$ cat config.mk
export PLATFORM = sky130hd
export DESIGN_NAME = sdram_wp_core
export DESIGN_NICKNAME = d
export VERILOG_FILES = /design/src/verilog/sdram_wp_pkg.sv /design/src/verilog/sdram_wp_core.sv
export SDC_FILE = /design/constraint.sdc
export NUM_CORES = 1
export LEC_CHECK = 0
export BUFFER_PORTS_ARGS = -buffer_cell sky130_fd_sc_hd__buf_2
export CAP_MARGIN = 20
export CELL_PAD_IN_SITES_DETAIL_PLACEMENT = 0
export CELL_PAD_IN_SITES_GLOBAL_PLACEMENT = 1
export CORE_MARGIN = 5
export CORE_UTILIZATION = 35
export DETAILED_ROUTE_END_ITERATION = 16
export HOLD_SLACK_MARGIN = 0.15
export PLACE_DENSITY_LB_ADDON = 0.1
export RECOVER_POWER = 50
export SLEW_MARGIN = 20
export SYNTH_ARGS = -nofsm -noshare
export SYNTH_HDL_FRONTEND = slang
export SYNTH_SLANG_ARGS = --single-unit
$ cat constraint.sdc
create_clock -name mclk -period 6.8 [get_ports mclk]
set_input_delay 0 -clock mclk [delete_from_list [all_inputs] [get_ports mclk]]
set_output_delay 0 -clock mclk [all_outputs]
set_load 0.05 [all_outputs]
$ cat src/verilog/sdram_wp_pkg.sv
/*
 * Shared constants and types for the write/precharge command sequencer of a
 * four-bank single-data-rate synchronous DRAM core.
 * Assumes a single 20 MHz clock and a register bus slave at 32-bit data.
 */
package sdram_wp_pkg;

    // clock and timing, times in ns as printed, counts rounded up, at least one
    localparam int CLK_NS          = 50;
    localparam int T_WR_NS         = 15;
    localparam int T_RP_NS         = 18;
    localparam int T_RAS_NS        = 42;
    localparam int T_RCD_NS        = 18;
    localparam int WR_CYC_I        = (T_WR_NS + CLK_NS - 1) / CLK_NS;
    localparam int RP_CYC_I        = (T_RP_NS + CLK_NS - 1) / CLK_NS;
    localparam int RAS_CYC_I       = (T_RAS_NS + CLK_NS - 1) / CLK_NS;
    localparam logic [3:0] WR_CYC  = 4'((WR_CYC_I < 1) ? 1 : WR_CYC_I);
    localparam logic [3:0] RP_CYC  = 4'((RP_CYC_I < 1) ? 1 : RP_CYC_I);
    localparam logic [3:0] RAS_CYC = 4'((RAS_CYC_I < 1) ? 1 : RAS_CYC_I);

    // array geometry
    localparam int NBANK   = 4;
    localparam int COL_W   = 10;
    localparam int ROW_W   = 13;
    localparam int DQ_W    = 16;
    localparam int AP_BIT  = 10;

    // register offsets (byte addresses)
    localparam logic [3:0] REG_MODE    = 4'h0;
    localparam logic [3:0] REG_STATUS  = 4'h4;
    localparam logic [3:0] REG_WRCOUNT = 4'h8;

    // mode register fields and reset value
    localparam int MODE_BL_LSB   = 0;
    localparam int MODE_BT_BIT   = 3;
    localparam int MODE_CL_LSB   = 4;
    localparam int MODE_WBM_BIT  = 9;
    localparam logic [2:0] BL_CONT = 3'h7;
    localparam logic [31:0] MODE_RST = 32'h0000_0023;

    // status register fields
    localparam int STAT_BURST_BIT = 8;
    localparam int STAT_BWR_BIT   = 9;

    // command decode on {ras_n, cas_n, we_n} with chip select low
    localparam logic [2:0] CODE_ACT = 3'h3;
    localparam logic [2:0] CODE_RD  = 3'h5;
    localparam logic [2:0] CODE_WR  = 3'h4;
    localparam logic [2:0] CODE_PRE = 3'h2;
    localparam logic [2:0] CODE_BST = 3'h6;

    typedef enum logic [2:0] {C_NOP, C_ACT, C_RD, C_WR, C_PRE, C_BST} cmd_e;
    typedef enum logic [1:0] {B_IDLE, B_ACTIVE, B_AP_WAIT, B_PRECHARGE} bank_e;

    // command pins sampled on each rising edge
    typedef struct packed {
        logic             cs_n;
        logic             ras_n;
        logic             cas_n;
        logic             we_n;
        logic [1:0]       ba;
        logic [ROW_W-1:0] addr;
        logic [1:0]       dqm;
    } cmd_pins_s;

    // one element access to the cell array
    typedef struct packed {
        logic             en;
        logic [1:0]       be;
        logic [1:0]       bank;
        logic [ROW_W-1:0] row;
        logic [COL_W-1:0] col;
        logic [DQ_W-1:0]  data;
    } array_acc_s;

endpackage

$ cat src/verilog/sdram_wp_core.sv
/*
 * Command sequencer of a four-bank SDRAM core: write bursts, truncation,
 * burst read/single write, precharge of one or all banks, auto precharge with
 * row-active lock-out and concurrent auto precharge, and read output enable.
 * Assumes command pins synchronous to mclk; the cell array sits behind the
 * registered access ports; the mode register is reached over Avalon-MM.
 */
// Decided for this implementation: the placing of the registers and register access over Avalon-MM.
`timescale 1ns/1ps

// Overview of operation
// - write burst takes first data on the command edge, then every edge.
// - finished fixed write burst leaves pins undriven and ignores further data.
// - continuous write runs until ended, wrapping from last column to zero.
// - a new write truncates the old one; its coincident data is its own.
// - a read ends the write burst; data from that edge on is dropped.
// - precharge waits write recovery (a precharge command here closes the bank at once, without that wait); auto precharge allows at least one clock.
// - burst terminate drops its own edge data; last write is one earlier.
// - write burst mode bit set makes every write a single column, except at continuous length.
// - precharge with address bit ten low closes one bank, high all.
// - precharged bank is idle; column commands need an activated row.
// - address bit ten on a column command precharges bank at burst end.
// - single write with continuous length keeps continuous, no auto precharge.
// - auto precharge selection applies only to its own command.
// - auto precharge waits until minimum row active time is met.
// - read interrupting auto precharged read starts that precharge at once.
// - write interrupting auto precharged read starts precharge, drops read output.
// - read interrupting auto precharged write precharges after recovery from write.
// - write interrupting auto precharged write precharges after recovery from write.
// - data mask acts on inputs at once, on outputs two clocks later.
module sdram_wp_core
    import sdram_wp_pkg::*;
(
    // clock and reset
    input  wire logic                mclk,
    input  wire logic                arst_n,
    // command and data pins
    input  wire cmd_pins_s           cmd,
    input  wire logic [DQ_W-1:0]     dq_in,
    output logic                     dq_oe,
    // cell array access
    output array_acc_s               arr_wr,
    output array_acc_s               arr_rd,
    // avalon-mm slave
    input  wire logic [3:0]          avs_address,
    input  wire logic                avs_read,
    input  wire logic                avs_write,
    input  wire logic [31:0]         avs_writedata,
    input  wire logic [3:0]          avs_byteenable,
    output logic [31:0]              avs_readdata,
    output logic                     avs_waitrequest
);

    // register bus state
    logic [31:0]            mode_r, mode_nxt;
    logic [31:0]            wrcount_r, wrcount_nxt;
    logic [31:0]            rdata_r, rdata_nxt;
    logic                   ack_r, ack_nxt;
    // burst engine state
    logic                   b_on_r, b_on_nxt;
    logic                   b_wr_r, b_wr_nxt;
    logic                   b_ap_r, b_ap_nxt;
    logic                   b_cont_r, b_cont_nxt;
    logic                   b_bt_r, b_bt_nxt;
    logic [1:0]             b_bank_r, b_bank_nxt;
    logic [COL_W-1:0]       b_start_r, b_start_nxt;
    logic [COL_W-1:0]       b_idx_r, b_idx_nxt;
    logic [3:0]             b_len_r, b_len_nxt;
    array_acc_s             wr_r, wr_nxt;
    array_acc_s             rd_r, rd_nxt;
    logic [2:0]             pipe_r, pipe_nxt;
    logic [1:0]             dqm_d_r;
    logic                   oe_r, oe_nxt;
    // decoded command and per-bank hooks
    cmd_e                   ccmd;
    logic                   col_ok;
    logic                   ends_burst;
    logic [NBANK-1:0]       act_hit, pre_hit, ap_go, ap_wr, bank_open;
    logic [ROW_W-1:0]       bank_row [NBANK];
    logic [1:0]             bank_st [NBANK];
    logic                   req;

    // element column inside the burst: wrap within burst, or whole page
    function automatic logic [COL_W-1:0] col_at(input logic [COL_W-1:0] start,
                                                 input logic [COL_W-1:0] idx,
                                                 input logic [3:0] len,
                                                 input logic bt, input logic cont);
        logic [COL_W-1:0] mask;
        logic [COL_W-1:0] low;
        mask = {6'h00, len - 4'h1};
        low  = bt ? ((start ^ idx) & mask) : ((start + idx) & mask);
        if (cont) begin
            col_at = start + idx; // natural wrap to column zero
        end else begin
            col_at = (start & ~mask) | low;
        end
    endfunction

    // command decode
    always_comb begin
        ccmd = C_NOP;
        if (!cmd.cs_n) begin
            unique case ({cmd.ras_n, cmd.cas_n, cmd.we_n})
                CODE_ACT: ccmd = C_ACT;
                CODE_RD:  ccmd = C_RD;
                CODE_WR:  ccmd = C_WR;
                CODE_PRE: ccmd = C_PRE;
                CODE_BST: ccmd = C_BST;
                default:  ccmd = C_NOP;
            endcase
        end
    end

    // bank targeting of commands
    always_comb begin
        for (int b = 0; b < NBANK; b++) begin
            act_hit[b] = (ccmd == C_ACT) && (cmd.ba == 2'(b));
            // bit ten high closes all banks, bank select ignored
            pre_hit[b] = (ccmd == C_PRE) && (cmd.addr[AP_BIT] || (cmd.ba == 2'(b)));
        end
        // column commands only reach an activated bank
        col_ok = ((ccmd == C_RD) || (ccmd == C_WR)) && bank_open[cmd.ba];
        ends_burst = col_ok || (ccmd == C_BST) || pre_hit[b_bank_r];
    end

    // burst engine: element issue, truncation and auto precharge events
    always_comb begin
        logic [3:0]       len;
        logic             cont;
        logic             last;
        logic [COL_W-1:0] ccol;
        len = 4'h1;
        cont = 1'b0;
        last = 1'b0;
        ccol = '0;
        b_on_nxt = b_on_r;
        b_wr_nxt = b_wr_r;
        b_ap_nxt = b_ap_r;
        b_cont_nxt = b_cont_r;
        b_bt_nxt = b_bt_r;
        b_bank_nxt = b_bank_r;
        b_start_nxt = b_start_r;
        b_idx_nxt = b_idx_r;
        b_len_nxt = b_len_r;
        wr_nxt = '0;
        rd_nxt = '0;
        ap_go = '0;
        ap_wr = '0;
        if (b_on_r && !ends_burst) begin
            ccol = col_at(b_start_r, b_idx_r, b_len_r, b_bt_r, b_cont_r);
            last = !b_cont_r && (b_idx_r == {6'h00, b_len_r - 4'h1});
            if (b_wr_r) begin
                wr_nxt.en = ~&cmd.dqm; // each edge takes the next element
                wr_nxt.be = ~cmd.dqm; // mask acts with zero latency
                wr_nxt.data = dq_in;
            end else begin
                rd_nxt.en = 1'b1;
                rd_nxt.be = 2'h3;
            end
            wr_nxt.bank = b_bank_r;
            wr_nxt.row = bank_row[b_bank_r];
            wr_nxt.col = ccol;
            rd_nxt.bank = b_bank_r;
            rd_nxt.row = bank_row[b_bank_r];
            rd_nxt.col = ccol;
            b_idx_nxt = b_idx_r + 10'h001;
            if (last) begin
                b_on_nxt = 1'b0; // later data ignored until a new command
                ap_go[b_bank_r] = b_ap_r; // precharge at burst completion
                ap_wr[b_bank_r] = b_wr_r;
            end
        end else if (b_on_r) begin
            // truncation: data on this edge is not part of the old burst
            b_on_nxt = 1'b0;
            // interrupting command starts the old bank's precharge timing
            ap_go[b_bank_r] = b_ap_r;
            ap_wr[b_bank_r] = b_wr_r;
        end
        if (col_ok) begin
            cont = (mode_r[MODE_BL_LSB +: 3] == BL_CONT);
            len = cont ? 4'h8 : (4'h1 << mode_r[MODE_BL_LSB +: 2]);
            if ((ccmd == C_WR) && mode_r[MODE_WBM_BIT] && !cont) begin
                len = 4'h1; // single column write, reads keep length
            end
            b_wr_nxt = (ccmd == C_WR);
            // selection taken per command, none in continuous mode
            b_ap_nxt = cmd.addr[AP_BIT] && !cont;
            b_cont_nxt = cont;
            b_bt_nxt = mode_r[MODE_BT_BIT];
            b_bank_nxt = cmd.ba;
            b_start_nxt = cmd.addr[COL_W-1:0];
            b_len_nxt = len;
            b_idx_nxt = 10'h001;
            b_on_nxt = cont || (len != 4'h1);
            if (ccmd == C_WR) begin
                wr_nxt.en = ~&cmd.dqm; // coincident data belongs to new write
                wr_nxt.be = ~cmd.dqm;
                wr_nxt.data = dq_in;
            end else begin
                rd_nxt.en = 1'b1;
                rd_nxt.be = 2'h3;
            end
            wr_nxt.bank = cmd.ba;
            wr_nxt.row = bank_row[cmd.ba];
            wr_nxt.col = cmd.addr[COL_W-1:0];
            rd_nxt.bank = cmd.ba;
            rd_nxt.row = bank_row[cmd.ba];
            rd_nxt.col = cmd.addr[COL_W-1:0];
            if (!b_on_nxt && b_ap_nxt) begin
                ap_go[cmd.ba] = 1'b1; // single access: lock-out handled per bank
                ap_wr[cmd.ba] = (ccmd == C_WR);
            end
        end
    end

    // read output enable: cas latency pipe, mask two clocks late, cut by write
    always_comb begin
        logic [1:0] cl_idx;
        cl_idx = (mode_r[MODE_CL_LSB +: 2] == 2'h0) ? 2'h0 : (mode_r[MODE_CL_LSB +: 2] - 2'h1);
        pipe_nxt = {pipe_r[1:0], rd_nxt.en};
        if (col_ok && (ccmd == C_WR)) begin
            pipe_nxt = '0; // write registered: drivers released
        end
        oe_nxt = pipe_nxt[cl_idx] && !(&dqm_d_r); // output mask latency two
    end

    // burst engine and output registers
    always_ff @(posedge mclk or negedge arst_n) begin
        if (!arst_n) begin
            b_on_r <= 1'b0;
            b_wr_r <= 1'b0;
            b_ap_r <= 1'b0;
            b_cont_r <= 1'b0;
            b_bt_r <= 1'b0;
            b_bank_r <= 2'h0;
            b_start_r <= '0;
            b_idx_r <= '0;
            b_len_r <= 4'h1;
            wr_r <= '0;
            rd_r <= '0;
            pipe_r <= 3'h0;
            dqm_d_r <= 2'h0;
            oe_r <= 1'b0;
        end else begin
            b_on_r <= b_on_nxt;
            b_wr_r <= b_wr_nxt;
            b_ap_r <= b_ap_nxt;
            b_cont_r <= b_cont_nxt;
            b_bt_r <= b_bt_nxt;
            b_bank_r <= b_bank_nxt;
            b_start_r <= b_start_nxt;
            b_idx_r <= b_idx_nxt;
            b_len_r <= b_len_nxt;
            wr_r <= wr_nxt;
            rd_r <= rd_nxt;
            pipe_r <= pipe_nxt;
            dqm_d_r <= cmd.dqm;
            oe_r <= oe_nxt;
        end
    end

    // per-bank row state, write recovery, lock-out and precharge timing
    for (genvar g = 0; g < NBANK; g++) begin : g_bank
        bank_e            st_r, st_nxt;
        logic [ROW_W-1:0] row_r, row_nxt;
        logic [3:0]       ras_r, ras_nxt;
        logic [3:0]       tmr_r, tmr_nxt;

        always_comb begin
            st_nxt = st_r;
            row_nxt = row_r;
            tmr_nxt = tmr_r;
            ras_nxt = (ras_r == 4'hF) ? ras_r : (ras_r + 4'h1);
            unique case (st_r)
                B_IDLE: begin
                    ras_nxt = 4'h0;
                    if (act_hit[g]) begin
                        st_nxt = B_ACTIVE;
                        row_nxt = cmd.addr;
                    end
                end
                B_ACTIVE: begin
                    if (pre_hit[g]) begin
                        st_nxt = B_PRECHARGE; // reuse waits the period
                        tmr_nxt = RP_CYC;
                    end else if (ap_go[g]) begin
                        st_nxt = B_AP_WAIT;
                        // recovery at least one clock after write data
                        tmr_nxt = ap_wr[g] ? WR_CYC : 4'h0;
                    end
                end
                B_AP_WAIT: begin
                    if (tmr_r != 4'h0) begin
                        tmr_nxt = tmr_r - 4'h1;
                    end else if (ras_r >= RAS_CYC) begin
                        st_nxt = B_PRECHARGE; // row active minimum met
                        tmr_nxt = RP_CYC;
                    end
                end
                B_PRECHARGE: begin
                    tmr_nxt = tmr_r - 4'h1;
                    if (tmr_r <= 4'h1) begin
                        st_nxt = B_IDLE; // idle, must be activated again
                    end
                end
            endcase
        end

        always_ff @(posedge mclk or negedge arst_n) begin
            if (!arst_n) begin
                st_r <= B_IDLE;
                row_r <= '0;
                ras_r <= 4'h0;
                tmr_r <= 4'h0;
            end else begin
                st_r <= st_nxt;
                row_r <= row_nxt;
                ras_r <= ras_nxt;
                tmr_r <= tmr_nxt;
            end
        end

        assign bank_open[g] = (st_r == B_ACTIVE);
        assign bank_row[g]  = row_r;
        assign bank_st[g]   = st_r;
    end

    // register bus: one wait state, write commits at the acknowledging edge
    always_comb begin
        req = avs_read || avs_write;
        ack_nxt = req && !ack_r;
        mode_nxt = mode_r;
        wrcount_nxt = wrcount_r;
        rdata_nxt = rdata_r;
        if (req && !ack_r) begin
            unique case (avs_address)
                REG_MODE:    rdata_nxt = mode_r;
                REG_STATUS:  rdata_nxt = {22'h000000, b_wr_r, b_on_r,
                                          bank_st[3], bank_st[2], bank_st[1], bank_st[0]};
                REG_WRCOUNT: rdata_nxt = wrcount_r;
                default:     rdata_nxt = 32'h0000_0000;
            endcase
        end
        if (avs_write && ack_r) begin
            if (avs_address == REG_MODE) begin
                for (int i = 0; i < 4; i++) begin
                    if (avs_byteenable[i]) begin
                        mode_nxt[8*i +: 8] = avs_writedata[8*i +: 8];
                    end
                end
            end else if (avs_address == REG_WRCOUNT) begin
                wrcount_nxt = 32'h0000_0000;
            end
        end
        // counting after the clear, so a write in the clear cycle survives
        if (wr_nxt.en) begin
            wrcount_nxt = wrcount_nxt + 32'h0000_0001;
        end
    end

    always_ff @(posedge mclk or negedge arst_n) begin
        if (!arst_n) begin
            mode_r <= MODE_RST;
            wrcount_r <= 32'h0000_0000;
            rdata_r <= 32'h0000_0000;
            ack_r <= 1'b0;
        end else begin
            mode_r <= mode_nxt;
            wrcount_r <= wrcount_nxt;
            rdata_r <= rdata_nxt;
            ack_r <= ack_nxt;
        end
    end

    // outputs
    assign avs_waitrequest = req && !ack_r;
    assign avs_readdata    = rdata_r;
    assign arr_wr          = wr_r;
    assign arr_rd          = rd_r;
    assign dq_oe           = oe_r;

endmodule

==> impl_metrics.csv <==
group,metric,value,unit
worst_setup_path,worst_setup_path_end_kind,"async pin",
final_layout,final_cell_area,17200,um2
final_layout,drive_above_1_share,17.9,%
placed_design,port_buffers,186,
floorplan,initial_core_util,35.3,%
floorplan,die_h,210,um
timing,fin_crit_sh,68.6,%
synth,synth_edf_count,0,
synth,synthDistinctLibCells,76,
timing,skew,0.0236,ns
synth,syn_area,14000,um2
final_layout,syn_to_final_growth,23.1,%
final_layout,final_cell_mix,"dfrtp_1 (265), nand2_1 (177), clkbuf_1 (116), dlygate4sd3_1 (99), o21ai_0 (94)",
routing,num_vias,10700,
timing,rsz0062_at_grt,"false",
worst_setup_path,reg2reg_to,"g_bank[0].tmr_r[2]",
synth,yosysWarnings,0,
worst_setup_path,r2r_setup_slack,2.66,ns
global_routing,gr-total-overflow,0,
timing,setup_tns,0,ns
pwr,finalPower,5.95,mW
routing,postRouteAntennaNets,0,
placed_design,dpl_cell_area,15200,um2
synth,yosys.area_share.simple,14.9,%
routing,first_pass_iters,5,
synth,syn_avg_cell_area,10.6,um2
final_layout,layout_commonest_cell,"dfrtp_1",
floorplan,die_area,44100,um2
clock_network,htreeDepth,2,
clock_network,cts.reportedPaths.clkPinSlew,0.05,ns
placed_design,pre_cts_ws,2.58,ns
timing,drv_slew,118,
worst_setup_path,r2r.worst_path.cells,9,
clock_network,clockRootBuffer,"clkbuf_16",
synth,muxShareOfSynthArea,12.2,%
synth,ys.flop_type,"dfrtp_1",
synth,synth_top_family_by_area,"simple AND/OR/NAND/NOR gates",
timing,worst_pin_slew,3.81,ns
worst_setup_path,cp-start-kind,"primary input",
min_path,hp-class,"in -> reg",
clock_network,clock-sinks,270,
routing,viasPerCell,5.04,
timing,final.min_clock_period,4.66,ns
timing,fmax,214,MHz
global_routing,grt_max_degree,155,
timing,hold_viol,0,
worst_setup_path,r2r-start,"g_bank[0].st_r[1]",
clock_network,cts_tree,"done",
routing,route.detailed.drc,0,
synth,synth_seq_cells,270,
synth,async_flop_share,100,%
synth,ys_seq_area_share,48.3,%
synth,synth-xor-area-share,3.10,%
placed_design,dp.final_hpwl,26300,um
clock_network,clk_latency,0.54,ns
routing,drt-initial-drc-count,679,
global_routing,grt_pass1_wl,62100,um
synth,synth_compound_area_share,11.9,%
pwr,leakage,7.76,nW
timing,slew_headroom,-154,%
worst_setup_path,cp_max_fo,68,
worst_setup_path,cp.arrival,4.42,ns
routing,wl,39100,um
worst_setup_path,crit_start,"arst_n",
timing,finalSetupViolations,0,
synth,netlist_instances,1326,
outcome,failed_checks,"max-capacitance violations, max-slew violations",
worst_setup_path,crit_type,"in -> async",
global_routing,grt_antenna_before_repair,1,
run,max-cap-violations,2,
floorplan,pin_count,203,
pwr,ir_drop,0.251,mV
outcome,status,"finished with violations",
worst_setup_path,endpoint,"g_bank[3].row_r[11]",
clock_network,numCtsBuffers,34,
placed_design,place.gp.congestion,0.804,
synth,synthAdderAreaFrac,4.43,%
final_layout,antennaDiodeCount,0,
floorplan,die_w,210,um
routing,wl_per_cell,18.4,um
worst_setup_path,crit_required,6.56,ns
final_layout,final_net_count,1708,
timing,setup_slack,2.14,ns
clock_network,cts_buffer_depth,3,
floorplan,rows,73,
floorplan,fp.coreArea,39600,um2
pwr,p_per_area,346,nW/um2
clock_network,postCtsSetupBuffers,0,
global_routing,grt_pass1_vias,10800,
global_routing,grt_use_total,17.5,%
==> through the flow <==
stage               instances  hold slack (ns)  utilization [%]
finish                   2126            0.211             43.5
CTS                      2126            0.164             43.9
floorplan                1341           -0.296                -
global placement         1967         -0.00239             38.5
global route             2126            0.212             43.5
detailed placement       1967         -0.00230             38.5
==> how the worst min path moves through the flow <==
stage / cells after the start / startpoint / end / slack [ns]
after floorplan: 0 / arst_n / ack_r / -0.30
after global placement: 1 / arst_n / arr_wr[6] / -0.002
after detailed placement: 1 / arst_n / arr_wr[6] / -0.002
after CTS: 3 / cmd[0] / arr_wr[41] / 0.16
after global routing: 3 / dq_in[13] / arr_wr[13] / 0.21
final: 5 / avs_address[3] / avs_readdata[31] / 0.21
==> where the power goes <==
part / internal [mW] / leakage, nW / switching (mW) / total [mW]
Combinational: 0.806 / 3.58 / 1.06 / 1.87
Clock: 1.12 / 0.558 / 0.712 / 1.83
Sequential: 1.91 / 3.63 / 0.344 / 2.25
==> metal layers <==
layer	track usage (%)	wire length, um
met1	24.8	18500
met2	28.4	18200
met3	3.08	1730
met4	4.07	595
met5	0	0
==> cells by family after synthesis <==
kind of cell | after synthesis
buffers and inverters | 147
multiplexers | 126
adder cells (fa/ha/maj) | 49
XOR/XNOR | 48
other | 1
flip-flops | 270
AND/OR/NAND/NOR | 428
AO/OA/AOI/OAI | 257
==> timing repair <==
action	4_1_cts	5_1_grt
resized for setup	0	0
hold buffers	100	0
endpoints found under the hold margin	389	0
==> layout make-up <==
cell class                 count  area [um2]
clock buffer                  50        1020
fill                        3882       22400
sequential                   270        6760
inverter                      52         195
clock inverter                 9         119
tap                          525         657
multi-input combinational    924        6600
timing repair buffer         296        1870
==> worst max-delay path, cell delays in order <==
cell and delay (ns):
dlygate4sd3_1 0.52, dlygate4sd3_1 0.54, clkbuf_1 0.56, clkbuf_1 2.72
==> sequential cells by signal, indices dropped and copies added, names as in the netlist, 2 cells and up <==
register      count
g_bank.row_r     52
avs_readdata     32
mode_r           32
wrcount_r        32
arr_rd           26
arr_wr           19
g_bank.ras_r     16
g_bank.tmr_r     16
b_idx_r          10
b_start_r        10
g_bank.st_r       8
b_len_r           4
b_bank_r          2
dqm_d_r           2
pipe_r            2
==> cell usage after synthesis (6+ instances only) <==
| master | number | area (um2) |
|---|---|---|
| ha_1 | 48 | 601 |
| nor3b_1 | 7 | 52.6 |
| or3_1 | 14 | 87.6 |
| nor4b_1 | 7 | 61.3 |
| buf_4 | 43 | 323 |
| nor2b_1 | 27 | 169 |
| and3_1 | 7 | 43.8 |
| o21ai_0 | 94 | 470 |
| a222oi_1 | 10 | 100 |
| a22oi_1 | 24 | 180 |
| inv_1 | 52 | 195 |
| dfrtp_1 | 266 | 6660 |
| nor3_1 | 24 | 120 |
| nand2b_1 | 6 | 37.5 |
| nand2_1 | 177 | 664 |
| a31oi_1 | 14 | 87.6 |
| mux2_2 | 88 | 991 |
| a21o_1 | 7 | 52.6 |
| and2_1 | 8 | 50.1 |
| mux2i_1 | 11 | 110 |
| nand4_1 | 12 | 75.1 |
| xnor2_1 | 35 | 307 |
| mux4_2 | 27 | 608 |
| nand3_1 | 30 | 150 |
| xor2_1 | 12 | 105 |
| a21oi_1 | 37 | 185 |
| nor2_1 | 81 | 304 |
| clkbuf_1 | 39 | 146 |
| buf_1 | 9 | 33.8 |
| nor4_1 | 7 | 43.8 |
| o211ai_1 | 7 | 52.6 |
Power figures use the tool's default switching activity.
